$ cat src/rtl/scrs_pkg.sv
/*
 * package for the system control / reset status block: register offsets,
 * field positions, reset values, reset cause encoding and bus carriers.
 * assumes a 16-bit register port addressed by word index.
 */
package scrs_pkg;

  localparam int unsigned DW = 16;
  localparam int unsigned AW = 5;

  // ---------------------------------------------------------------
  // register offsets (word index)
  // ---------------------------------------------------------------
  localparam logic [4:0] OFF_CTRL = 5'h00;
  localparam logic [4:0] OFF_RSTAT = 5'h01;
  localparam logic [4:0] OFF_SCR0 = 5'h02;
  localparam logic [4:0] OFF_SCR1 = 5'h03;
  localparam logic [4:0] OFF_SCR2 = 5'h04;
  localparam logic [4:0] OFF_SCR3 = 5'h05;
  localparam logic [4:0] OFF_IDHI = 5'h06;
  localparam logic [4:0] OFF_IDLO = 5'h07;
  localparam logic [4:0] OFF_PWR = 5'h08;

  // ---------------------------------------------------------------
  // field positions
  // ---------------------------------------------------------------
  localparam int unsigned CTRL_DBGCLK = 5;
  localparam int unsigned CTRL_SOFT_RESET_TRIGGER = 4;
  localparam int unsigned CTRL_HALT_LO = 2;
  localparam int unsigned CTRL_IDLE_LO = 0;
  localparam int unsigned PWR_STBY_LO = 0;
  localparam int unsigned RS_SWR = 6;
  localparam int unsigned RS_TOR = 5;
  localparam int unsigned RS_LOR = 4;
  localparam int unsigned RS_EXT = 3;
  localparam int unsigned RS_POR = 2;
  localparam int unsigned CAUSE_LO = 2;

  // ---------------------------------------------------------------
  // reset values
  // ---------------------------------------------------------------
  localparam logic [1:0] FIELD_RST = 2'h0;
  localparam logic [15:0] SCR_RST = 16'h0000;
  localparam logic [4:0] CAUSE_RST = 5'h01;
  localparam logic [4:0] CAUSE_NONE = 5'h00;
  // identification halves: arbitrary neutral values
  localparam logic [15:0] ID_HI_DEF = 16'h0a5c;
  localparam logic [15:0] ID_LO_DEF = 16'h3c01;

  // cause vector, bit order matches status bits 6..2
  typedef struct packed {
    logic soft_reset_cause;
    logic tor;
    logic lor;
    logic ext;
    logic por;
  } scrs_cause_t;

  typedef struct packed {
    logic [AW-1:0] addr;
    logic [DW-1:0] wdata;
    logic wr;
    logic rd;
  } scrs_req_t;

  // lockable two-bit field: [1] lock, [0] function
  typedef struct packed {
    logic lock;
    logic sel;
  } scrs_lockf_t;

endpackage

$ cat src/rtl/scrs_top.sv
/*
 * system control / reset status block: low-power entry gating, software
 * reset trigger, reset cause capture, reset vector select, power-on-only
 * scratch registers, id halves and regulator standby control.
 * assumes: por_i is the asynchronous power-on reset (rst_i); sys_rst_i is
 * the chip-wide system reset level from the reset controller, held for at
 * least one clock; reset request inputs are synchronous to mclk_i.
 */
// Operation
// [RULE_01] software writes zero to all reserved control/status/power bits
// [RULE_02] debug clock gated by tap enable unless always-on bit set
// [RULE_03] writing soft reset bit resets device; bit reads zero
// [RULE_04] halt field: low bit blocks stop entry, high bit locks field
// [RULE_05] idle field: low bit blocks wait entry, high bit locks field
// [RULE_06] reset cause register read-only, updated on every system reset; code updates only on a reset edge with a cause input set, or on pin reset
// [RULE_07] cause cleared async by power-on, then updated by precedence
// [RULE_08] newest reset cause clears all earlier cause flags
// [RULE_09] simultaneous causes: power-on, pin, refloss, timeout, software
// [RULE_10] power-on flag resets to one; pin reset replaces it
// [RULE_11] software cause flag set after software-triggered reset
// [RULE_12] timeout and refloss flags mark watchdog-caused resets
// [RULE_13] watchdog flag set at code start selects watchdog vector
// [RULE_14] pin cause flag set after external pin reset
// [RULE_15] four scratch registers cleared only by power-on reset
// [RULE_16] two read-only id halves ignore writes
// [RULE_17] regulator field: low bit standby, high bit locks field
// [RULE_18] software selects standby only at low bus frequency
// [RULE_19] locked fields ignore writes; any system reset unlocks
// [RULE_20] read-only and reserved bits ignore writes, read zero
`timescale 1ns/1ps
`default_nettype none

module scrs_top #(
  parameter logic [15:0] ID_HI = scrs_pkg::ID_HI_DEF,
  parameter logic [15:0] ID_LO = scrs_pkg::ID_LO_DEF,
  parameter int unsigned N_SCR = 4
) (
  // clock and power-on reset
  input wire logic mclk_i,
  input wire logic rst_i,
  // system reset level and reset requests
  input wire logic sys_rst_i,
  input wire logic pin_rst_i,
  input wire logic wdog_refloss_i,
  input wire logic wdog_timeout_i,
  // core interface
  input wire logic tap_en_i,
  input wire logic stop_req_i,
  input wire logic wait_req_i,
  output logic dbg_clk_en_o,
  output logic stop_ok_o,
  output logic wait_ok_o,
  output logic wdog_vector_o,
  output logic soft_rst_req_o,
  // regulator
  output logic regulator_standby_sel_o,
  // register port
  input wire scrs_pkg::scrs_req_t req_i,
  output logic [15:0] rdata_o
);

  // ---------------------------------------------------------------
  // elaboration checks
  // ---------------------------------------------------------------
  if (N_SCR != 4) begin : g_bad_scr
    $error("scratch count must be 4");
  end

  logic wr_ctrl;
  logic wr_pwr;
  logic [15:0] wd;
  scrs_pkg::scrs_lockf_t halt_q;
  scrs_pkg::scrs_lockf_t idle_q;
  scrs_pkg::scrs_lockf_t stby_q;
  logic dbg_always_q;
  scrs_pkg::scrs_cause_t cause_q;
  scrs_pkg::scrs_cause_t cause_d;
  logic [15:0] scr_q [N_SCR];
  logic sys_rst_prev_q;

  assign wd = req_i.wdata;
  assign wr_ctrl = req_i.wr && (req_i.addr == scrs_pkg::OFF_CTRL);
  assign wr_pwr = req_i.wr && (req_i.addr == scrs_pkg::OFF_PWR);

  // ---------------------------------------------------------------
  // control register: lockable fields, cleared by any system reset
  // ---------------------------------------------------------------
  always_ff @(posedge mclk_i or posedge rst_i) begin
    if (rst_i) begin
      halt_q <= scrs_pkg::FIELD_RST;
      idle_q <= scrs_pkg::FIELD_RST;
      dbg_always_q <= 1'b0;
    end else if (sys_rst_i) begin
      halt_q <= scrs_pkg::FIELD_RST; // see [RULE_19]
      idle_q <= scrs_pkg::FIELD_RST; // see [RULE_19]
      dbg_always_q <= 1'b0;
    end else if (wr_ctrl) begin
      dbg_always_q <= wd[scrs_pkg::CTRL_DBGCLK];
      if (!halt_q.lock) begin
        halt_q <= wd[scrs_pkg::CTRL_HALT_LO +: 2]; // see [RULE_04]
      end
      if (!idle_q.lock) begin
        idle_q <= wd[scrs_pkg::CTRL_IDLE_LO +: 2]; // see [RULE_05]
      end
    end
  end

  // ---------------------------------------------------------------
  // regulator standby field
  // ---------------------------------------------------------------
  always_ff @(posedge mclk_i or posedge rst_i) begin
    if (rst_i) begin
      stby_q <= scrs_pkg::FIELD_RST;
    end else if (sys_rst_i) begin
      stby_q <= scrs_pkg::FIELD_RST; // see [RULE_19]
    end else if (wr_pwr && !stby_q.lock) begin
      stby_q <= wd[scrs_pkg::PWR_STBY_LO +: 2]; // see [RULE_17]
    end
  end

  // ---------------------------------------------------------------
  // core-facing outputs
  // ---------------------------------------------------------------
  always_ff @(posedge mclk_i or posedge rst_i) begin
    if (rst_i) begin
      dbg_clk_en_o <= 1'b0;
      stop_ok_o <= 1'b0;
      wait_ok_o <= 1'b0;
      regulator_standby_sel_o <= 1'b0;
      soft_rst_req_o <= 1'b0;
    end else begin
      dbg_clk_en_o <= dbg_always_q || tap_en_i; // see [RULE_02]
      stop_ok_o <= stop_req_i && !halt_q.sel; // see [RULE_04]
      wait_ok_o <= wait_req_i && !idle_q.sel; // see [RULE_05]
      regulator_standby_sel_o <= stby_q.sel; // see [RULE_17]
      // pulse while not already in reset
      soft_rst_req_o <= wr_ctrl && wd[scrs_pkg::CTRL_SOFT_RESET_TRIGGER]
                        && !sys_rst_i; // see [RULE_03]
    end
  end

  // ---------------------------------------------------------------
  // reset cause: latched at the leading edge of a system reset with a cause input set, and when pin reset asserts
  // ---------------------------------------------------------------
  always_comb begin
    cause_d = scrs_pkg::CAUSE_NONE;
    if (pin_rst_i) begin // see [RULE_09]
      cause_d.ext = 1'b1; // see [RULE_14]
    end else if (wdog_refloss_i) begin
      cause_d.lor = 1'b1; // see [RULE_12]
    end else if (wdog_timeout_i) begin
      cause_d.tor = 1'b1; // see [RULE_12]
    end else if (soft_rst_req_o) begin
      cause_d.soft_reset_cause = 1'b1; // see [RULE_11]
    end
  end

  always_ff @(posedge mclk_i or posedge rst_i) begin
    if (rst_i) begin
      cause_q <= scrs_pkg::CAUSE_RST; // see [RULE_07]
      sys_rst_prev_q <= 1'b0;
    end else begin
      sys_rst_prev_q <= sys_rst_i;
      // pin held or asserted later replaces power-on; whole vector
      // replaced so earlier flags clear
      if (pin_rst_i && !cause_q.ext) begin
        cause_q <= cause_d; // see [RULE_10]
      end else if (sys_rst_i && !sys_rst_prev_q
                   && cause_d != scrs_pkg::CAUSE_NONE) begin
        cause_q <= cause_d; // see [RULE_06] see [RULE_08]
      end
    end
  end

  // ---------------------------------------------------------------
  // reset vector select, sampled while code starts
  // ---------------------------------------------------------------
  always_ff @(posedge mclk_i or posedge rst_i) begin
    if (rst_i) begin
      wdog_vector_o <= 1'b0;
    end else begin
      wdog_vector_o <= cause_q.tor || cause_q.lor; // see [RULE_13]
    end
  end

  // ---------------------------------------------------------------
  // scratch registers, power-on reset only
  // ---------------------------------------------------------------
  for (genvar i = 0; i < N_SCR; i++) begin : g_scr
    always_ff @(posedge mclk_i or posedge rst_i) begin
      if (rst_i) begin
        scr_q[i] <= scrs_pkg::SCR_RST; // see [RULE_15]
      end else if (req_i.wr
                   && req_i.addr == scrs_pkg::OFF_SCR0 + 5'(i)) begin
        scr_q[i] <= wd;
      end
    end
  end

  // ---------------------------------------------------------------
  // read port: data stand in the cycle after the strobe
  // ---------------------------------------------------------------
  always_ff @(posedge mclk_i or posedge rst_i) begin
    if (rst_i) begin
      rdata_o <= 16'h0000;
    end else if (req_i.rd) begin
      unique case (req_i.addr)
        scrs_pkg::OFF_CTRL: begin
          rdata_o <= {10'h000, dbg_always_q, 1'b0,
                      halt_q, idle_q}; // see [RULE_03] see [RULE_20]
        end
        scrs_pkg::OFF_RSTAT: begin
          rdata_o <= {9'h000, cause_q, 2'h0}; // see [RULE_20]
        end
        scrs_pkg::OFF_SCR0: begin
          rdata_o <= scr_q[0];
        end
        scrs_pkg::OFF_SCR1: begin
          rdata_o <= scr_q[1];
        end
        scrs_pkg::OFF_SCR2: begin
          rdata_o <= scr_q[2];
        end
        scrs_pkg::OFF_SCR3: begin
          rdata_o <= scr_q[3];
        end
        scrs_pkg::OFF_IDHI: begin
          rdata_o <= ID_HI; // see [RULE_16]
        end
        scrs_pkg::OFF_IDLO: begin
          rdata_o <= ID_LO; // see [RULE_16]
        end
        scrs_pkg::OFF_PWR: begin
          rdata_o <= {14'h0000, stby_q};
        end
        default: begin
          rdata_o <= 16'h0000;
        end
      endcase
    end else begin
      rdata_o <= 16'h0000;
    end
  end
endmodule

`default_nettype wire

$ cat config.mk
export PLATFORM = sky130hd
export DESIGN_NAME = scrs_top
export DESIGN_NICKNAME = d
export VERILOG_FILES = /design/src/rtl/scrs_pkg.sv /design/src/rtl/scrs_top.sv
export SDC_FILE = /design/constraint.sdc
export NUM_CORES = 1
export LEC_CHECK = 0
export ABC_CLOCK_PERIOD_IN_PS = 3800
export BUFFER_PORTS_ARGS = -buffer_cell sky130_fd_sc_hd__buf_2
export CAP_MARGIN = 10
export CORE_ASPECT_RATIO = 1.2
export CORE_UTILIZATION = 35
export DETAILED_ROUTE_END_ITERATION = 12
export SLEW_MARGIN = 40
export SYNTH_ARGS = -nofsm -noshare
export SYNTH_HDL_FRONTEND = slang
export SYNTH_SLANG_ARGS = --single-unit
$ cat constraint.sdc
create_clock -name mclk_i -period 3.8 [get_ports mclk_i]
set_input_delay 0.57 -clock mclk_i [delete_from_list [all_inputs] [get_ports mclk_i]]
set_output_delay 0.57 -clock mclk_i [all_outputs]
set_load 0.02 [all_outputs]
### Word level (Yosys, flattened, before mapping)

Index checks and enable logic that the tools add are counted.

* register bits after elaboration: 99
* bits of input ports: 32
* output and inout bits: 22
* logic and storage cells: 84

* muxes and demuxes: 21
* equality and inequality tests: 10
* reductions and logical operators: 29

Operators by type and width (number)
* 16-bit case mux with 9 select lines: 1
* 5-bit by 3-bit == test with 1-bit output, second input constant: 4
* 2-bit two-way mux: 9
* 16-bit two-way mux: 1
* 1-bit logical AND: 14
* 5-bit by 2-bit == test with 1-bit output, second input constant: 2
* 5-bit two-way mux: 2
* 1-bit two-way mux: 7
* 1-bit logical NOT: 6
* 2-bit nonzero test: 3
* 5-bit by 1-bit == test with 1-bit output, second input constant: 1
* 5-bit by 4-bit == test with 1-bit output, second input constant: 1
* 5-bit logical NOT: 1
* 5-bit nonzero test: 1
* 2-bit inequality test, second input constant: 2
* 2-bit AND reduction: 2
* 3-bit two-way mux: 1
* 1-bit logical OR: 2

### Logic depth before layout (Yosys ltp)

Gate-level depths: netlist of run 1.

* depth in word-level cells: 8
* depth in mapped cells: 6
* depth with buffers taken out: 3

### Worst setup path before layout of run 1

No wires, ideal clock.

* kind: input -> register
* start point: input port req_i[19] (netlist name)
* end point: register scr_q[48] (netlist name)
* stages: 6
* library setup time: 0.125 ns
* data required time: 3.675 ns
* buffers on the path: 3
* slack: 2.015 ns
* arrival: 1.660 ns
* cells stage by stage: buf_6 -> nor2b_1 -> buf_1 -> nand2_4 -> buf_6 -> mux2_4

* word-level cells in the longest chain between the ends: 2

Ends and longest elaborated chain
* from (decl): line scrs_top.sv:58 `input wire scrs_pkg::scrs_req_t req_i,`
* 5-bit by 2-bit == test with 1-bit output: line scrs_top.sv:194 `&& req_i.addr == scrs_pkg::OFF_SCR0 + 5'(i)) begin`
* 1-bit logical AND: line scrs_top.sv:194
* to (signal, indexed assignment): line scrs_top.sv:192 `scr_q[i] <= scrs_pkg::SCR_RST;`
* to (signal, indexed assignment): line scrs_top.sv:195 `scr_q[i] <= wd;`
* to (decl): line scrs_top.sv:78 `logic [15:0] scr_q [N_SCR];`

No other way between the ends.
A chain may end at the register's enable or synchronous reset.

### Final worst setup path of run 1

* start point: input port req_i[18] (netlist name)
* end point: register scr_q[7] (netlist name)

* word-level cells in the longest chain between the ends: 2

Ends and longest elaborated chain (line)
* 5-bit by 3-bit == test with 1-bit output: scrs_top.sv:194
* 1-bit logical AND: scrs_top.sv:194

No other way between the ends.

==> impl_metrics.py, run 1 <==
metrics = {
    "critical_path": {
        "crit_arrival_ns": 2.34,
        "r2r_setup_slack_ns": 2.45,
        "path_class": "primary input to register",
        "max_stage_delay_ns": 0.53,
        "cp_slowest_cell": "nor2b_2",
        "cp_cell_sequence": "buf_2, nor2b_2, nand2_2, mux2_2",
        "end_kind": "register",
        "path_delay_family": "simple AND/OR/NAND/NOR gates",
        "worstPathRequired_ns": 4.03,
        "crit_fanout": 16,
        "path_buf_inv": 1,
        "cp-start-kind": "primary input",
    },
    "clock_network": {
        "cts_inserted_buffers": 9,
        "root_buffer": "clkbuf_16",
        "htreeDepth": 3,
        "clk_latency_ns": 0.35,
        "cts_resized": 0,
        "cts_tree": "built",
        "clkSinkCount": 99,
        "clk_pin_slew_worst_paths_ns": 0.07,
        "ctsHoldBuffers": 0,
        "cts_max_path_buffers": 2,
        "cts_setup_buffers": 0,
    },
    "status": {
        "status": "finished, final reports clean",
    },
    "place": {
        "dpl.hpwl_mm": 6.70,
        "placed_cell_area_sq_mm": 0.00491,
        "place_worst_setup_slack_ns": 1.29,
        "port_buffers": 53,
        "gp_congestion": 0.756,
    },
    "finish": {
        "fin_util_pct": 41.0,
        "diodes": 0,
        "layout-drive-gt1-share_pct": 43.7,
        "synthToLayoutAreaGrowth_pct": 14.8,
        "nNetsFinal": 414,
        "design_area_sq_mm": 0.00517,
    },
    "power_and_ir_drop": {
        "seqPwrFrac_pct": 52.2,
        "p_int_uw": 1830,
        "p_leak_uw": 0.00241,
        "p_comb_share_pct": 13.7,
        "finalPower_uw": 2440,
        "switching_share_pct": 25.0,
        "power_switching_uw": 608,
        "p_clk_share_pct": 34.1,
        "power.density_mw_per_mm2": 471,
        "ir_worst_vdd_v": 0.000186,
    },
    "job": {
        "maxCapViolCount": 0,
    },
    "sta": {
        "layout_worst_path_cycle_share_pct": 55.4,
        "setup_tns_ns": 0,
        "clock_skew_ns": 0.00665,
        "max_freq_mhz": 475,
        "post-route-min-period_ns": 2.11,
        "hold_viol_final": 0,
        "setup_ws_ns": 1.69,
        "slew_headroom_pct": 57.1,
        "setup_viol": 0,
        "final_max_slew_viol_count": 0,
        "rsz0062_at_grt": "no",
        "worst_slew_pin_slew_ns": 0.641,
    },
    "global_route": {
        "grtUsageMet1_pct": 21.2,
        "use_met2_pct": 26.6,
        "grt_overflow": 0,
        "grt_max_degree": 70,
        "use_met3_pct": 3.31,
        "antenna_found_initial": 0,
        "grt_pass1_wl_mm": 16.6,
        "busiest_layer": "met2",
        "grt_pass1_vias": 3016,
        "grt_usage_pct": 16.4,
    },
    "drt": {
        "num_vias": 2913,
        "drc": 0,
        "wl_mm": 10.3,
        "drt-vias-per-instance": 5.29,
        "routedWlPerCell_um": 18.7,
        "firstDrtPassIters": 4,
        "drtIter0Drc": 106,
        "ant_nets": 0,
    },
    "floorplan": {
        "initial_core_util_pct": 35.7,
        "die_area_sq_mm": 0.0133,
        "io_pins": 54,
        "fp.dieW_um": 106,
        "design.core.area_sq_mm": 0.0126,
        "fp-row-count": 45,
        "die_h_um": 126,
    },
    "synthesis": {
        "async_flop_share_pct": 100,
        "synth_cell_types": 57,
        "syn_nets": 365,
        "ys.flop_type": "dfrtp_1",
        "syn_inst": 333,
        "synth_edf_count": 0,
        "yosysWarnings": 0,
        "postSynthAreaPerCell_sq_um": 13.5,
        "ys_ff_latch": 99,
        "syn-cell-area_sq_mm": 0.00450,
        "seq_area_frac_synth_pct": 55.0,
    },
    "worst_hold_path": {
        "worstHoldPathType": "primary input to asynchronous set/reset pin",
    },
}
kinds of logic after synthesis:
logic type             after synthesis  share of synthesized area (%)
AOI/OAI and AO/OA                   52                           8.11
DFF                                 99                           55.0
and+or+nand+nor                     76                           11.1
buffers and inverters               25                           3.14
muxes                               81                           22.6
per-layer routing:
layer	wire [um]	share of wire [%]
met4	242	2.3
met2	5070	49
met1	4590	45
met3	399	3.9
met5	0	0
state kept, by name, indices dropped and copies added, names as in the netlist, 2 cells and up:
| signal | flops |
|---|---|
| stby_q | 2 |
| rdata_o | 16 |
| halt_q | 2 |
| idle_q | 2 |
| scr_q | 64 |
| cause_q | 5 |
power by group through the flow:
stage	Combinational (uW)	Clock, uW	Sequential (uW)
4_1_cts	338	846	1270
3_3_place_gp	326	0	1280
2_1_floorplan	255	0	1270
5_1_grt	367	892	1290
6_report	334	830	1270
3_5_place_dp	338	0	1290
stage by stage:
stage / instances / hold WS, ns
floorplan: 333 / 0.370
global placement: 535 / 0.382
detailed placement: 535 / 0.390
CTS: 551 / 0.342
global route: 551 / 0.363
finish: 551 / 0.301
final cells by class:
cell class | instances | area, sq um
multi-input cells | 209 | 1900
flip-flops and latches | 99 | 2480
clock inverters | 5 | 30.0
clock buffers | 11 | 233
well taps | 164 | 205
repair buffers | 58 | 303
inverters | 5 | 23.8
fillers | 1208 | 7440
placed cells by master (no fill, tap or decap), types with 2 or more instances in the layout:
master / Yosys / final
dfrtp_1: 98 / 98
mux2_2: 55 / 55
buf_2: 11 / 53
mux2_4: 20 / 20
nand3_1: 15 / 15
nor2_1: 11 / 11
a31oi_1: 9 / 9
clkbuf_16: 0 / 9
a21oi_1: 8 / 8
nand2b_1: 6 / 6
a32oi_1: 6 / 6
o21ai_0: 5 / 5
nor3b_1: 5 / 5
buf_4: 1 / 5
inv_1: 5 / 4
or2_2: 4 / 4
nor3_1: 3 / 3
mux2i_1: 3 / 3
nor2b_1: 4 / 3
o21a_1: 3 / 3
o211ai_1: 3 / 3
mux4_2: 3 / 3
a2bb2oi_1: 3 / 3
a211oi_1: 3 / 3
clkinv_2: 0 / 3
nor4b_4: 1 / 2
nand4b_1: 2 / 2
nand2_2: 2 / 2
and2_1: 2 / 2
a211o_1: 2 / 2
nand2_1: 2 / 2
or4_1: 2 / 2
a22oi_1: 2 / 2
nor4_1: 2 / 2
nor4b_1: 2 / 2
nand2_4: 2 / 2
clkinvlp_4: 0 / 2
clkbuf_1: 1 / 2
Yosys cell counts (all sizes together) (5+ instances only):
master,n,area share (%)
a21oi,8,0.89
a31oi,9,1.2
a32oi,6,1.2
buf,19,2.6
dfrtp,98,54
inv,5,0.42
mux2,75,20
nand2,6,0.94
nand2b,6,0.83
nand3,15,1.7
nor2,11,0.92
nor3b,6,1.1
o21ai,6,0.67
or2,5,0.69
worst paths after layout:
kind	depth (start not counted)	start	to
max	4	req_i[18]	scr_q[7]
min	2	rst_i	scr_q[17]
max reg2reg	3	sys_rst_prev_q	cause_q[4]
min reg2reg	0	stby_q[0]	regulator_standby_sel_o
max in group asynchronous	3	rst_i	scr_q[58]
min in group mclk_i	0	stby_q[0]	regulator_standby_sel_o
No activity file was read; power rests on OpenSTA's default activity.
==> inputs of run 2 (changes only) <==
ABC_CLOCK_PERIOD_IN_PS = 1800   (was 3800)
clock period = 1.8 ns   (was 3.8 ns; I/O delays follow)
==> run 2 against run 1 <==
- clock-buffer cell count decreased by 2
- largest cell class unchanged
- total power increased by 140%
- global-route usage increased by 0.35 points
- critical path depth unchanged
- sequential share of layout area decreased by 2.4 points
- register-to-register slack got worse by 2.0 ns
- worst hold slack got worse by 0.19 ns
- final cell count increased by 3.8%
- clock power increased to 2.8 times the previous value
- cell area increased by 5.3%
==> impl_metrics.py, run 2 (same netlist as run 1, synthesis figures left out) <==
metrics = {
    "status": {
        "status": "finished, final reports clean",
    },
    "finish": {
        "largest_registers": "scr_q: 64 flops, rdata_o: 16 flops, cause_q: 5 flops",
        "diodes": 0,
        "largest_register_ffs": 64,
        "fillers": 1188,
        "nNetsFinal": 435,
        "design_area_sq_mm": 0.00544,
        "layout-drive-gt1-share_pct": 46.6,
        "layoutNonFillerInstCount": 572,
        "final_cell_mix": "dfrtp_1 (98), mux2_2 (55), buf_2 (53), buf_4 (23), mux2_4 (20)",
        "synthToLayoutAreaGrowth_pct": 20.9,
        "layout_commonest_cell": "dfrtp_1",
        "largest-register": "scr_q",
    },
    "sta": {
        "hold_viol_final": 0,
        "worst_slew_pin_slew_ns": 0.435,
        "slew_headroom_pct": 70.7,
        "layout_worst_path_cycle_share_pct": 75.6,
        "setup_tns_ns": 0,
        "setup_viol": 0,
        "clock_skew_ns": 0.00561,
        "final_max_slew_viol_count": 0,
        "rsz0062_at_grt": "no",
        "max_freq_mhz": 735,
        "post-route-min-period_ns": 1.36,
    },
    "worst_hold_path": {
        "worstHoldPathType": "primary input to register",
    },
    "global_route": {
        "antenna_found_initial": 0,
        "grt_overflow": 0,
        "grt_pass1_wl_mm": 16.9,
        "grt_max_degree": 61,
        "grt_usage_pct": 16.7,
        "grt_pass1_vias": 3138,
    },
    "clock_network": {
        "cts_max_path_buffers": 2,
        "root_buffer": "clkbuf_16",
        "clk_latency_ns": 0.35,
        "cts_resized": 0,
        "htreeDepth": 3,
        "cts_tree": "built",
        "clkSinkCount": 99,
        "cts_setup_buffers": 0,
        "cts_inserted_buffers": 9,
        "clk_pin_slew_worst_paths_ns": 0.06,
    },
    "critical_path": {
        "cp-start-kind": "primary input",
        "path_class": "primary input to register",
        "crit_arrival_ns": 1.59,
        "path_delay_family": "simple AND/OR/NAND/NOR gates",
        "max_stage_delay_ns": 0.46,
        "cp_slowest_cell": "nor4b_4",
        "path_buf_inv": 1,
        "end_kind": "register",
        "cp_cell_sequence": "buf_2, nor4b_4, nand2_4, mux2_4",
        "crit_fanout": 16,
        "worstPathRequired_ns": 2.03,
    },
    "place": {
        "dpl.hpwl_mm": 7.22,
        "placed_cell_area_sq_mm": 0.00507,
        "place_inst": 555,
        "port_buffers": 53,
        "gp_congestion": 0.779,
    },
    "power_and_ir_drop": {
        "ir_worst_vdd_v": 0.000529,
        "power.density_mw_per_mm2": 1060,
        "p_leak_uw": 0.00255,
    },
    "drt": {
        "wl_met2_mm": 4.90,
        "firstDrtPassIters": 4,
        "met1_length_mm": 4.84,
        "routed.top_layer": "met4",
        "drc": 0,
        "routedWlPerCell_um": 18.1,
        "wl_met3_um": 338,
        "drtIter0Drc": 112,
        "drt-vias-per-instance": 5.23,
        "num_vias": 2990,
        "ant_nets": 0,
        "wl_mm": 10.3,
    },
    "floorplan": {
        "die_area_sq_mm": 0.0133,
        "io_pins": 54,
        "design.core.area_sq_mm": 0.0126,
        "fp.dieW_um": 106,
        "initial_core_util_pct": 35.7,
        "fp-row-count": 45,
        "die_h_um": 126,
    },
    "job": {
        "maxCapViolCount": 0,
    },
}
==> run 2: changes by cell type in the layout (fill, tap and decap cells not counted), moves of 2 or more <==
cell and change:
buf_12 +2, clkbuf_1 -2, clkinv_2 -2, bufinv_16 +4
buf_4 +18
==> run 2: area by class of cell <==
type,count,area (sq um),share of cell area (%)
clock inverter,7,140,2.57
clock buffer,9,225,4.14
multi-input combinational,209,1880,34.6
timing repair buffer,79,488,8.96
inverter,5,22.5,0.414
sequential,99,2480,45.5
tap,164,205,3.77
==> run 2: metrics by stage <==
step	hold slack (ns)	total power [uW]	worst slack, ns	utilization (%)
global placement	0.259	3420	0.114	40.2
detailed placement	0.256	3460	0.0857	40.2
CTS	0.104	5790	0.458	43.2
finish	0.112	5750	0.440	43.2
floorplan	0.301	3220	0.315	-
global route	0.128	5980	0.377	43.2
==> run 2: path summary, 6_finish.rpt <==
| path | startpoint | endpoint | slack (ns) | cells after the start |
|---|---|---|---|---|
| hold reg to reg | stby_q[0] | regulator_standby_sel_o | 0.40 | 0 |
| setup reg to reg | sys_rst_prev_q | cause_q[4] | 0.49 | 3 |
| max in group asynchronous | rst_i | cause_q[0] | 0.73 | 4 |
| min in group asynchronous | rst_i | scr_q[0] | 0.43 | 3 |
| setup / recovery | req_i[21] | scr_q[41] | 0.44 | 4 |
| hold / removal | tap_en_i | dbg_clk_en_o | 0.11 | 2 |
==> run 2: what timing repair did <==
action	in CTS	in global routing
endpoints found under the setup margin	0	0
hold buffers	1	0
hold endpoints to repair	11	0
==> run 2: worst reg2reg max path, stage by stage, from the launching register on <==
cell and delay (ns):
dfrtp_1 0.36, nand2b_1 0.18, or2_2 0.36, o41ai_1 0.30
==> run 2: routing by layer <==
| layer | vias up | GRT usage [%] |
|---|---|---|
| li1 | 1376 | - |
| met1 | 1535 | 21.9 |
| met2 | 67 | 27.3 |
| met3 | 12 | 2.90 |
| met4 | 0 | 7.35 |
| met5 | - | 0 |
==> run 2: report_power, final <==
group	total [uW]	switching [uW]	internal, uW
logic	739	310	429
clock network	2330	832	1500
registers	2680	155	2520
total	5750	1300	4450
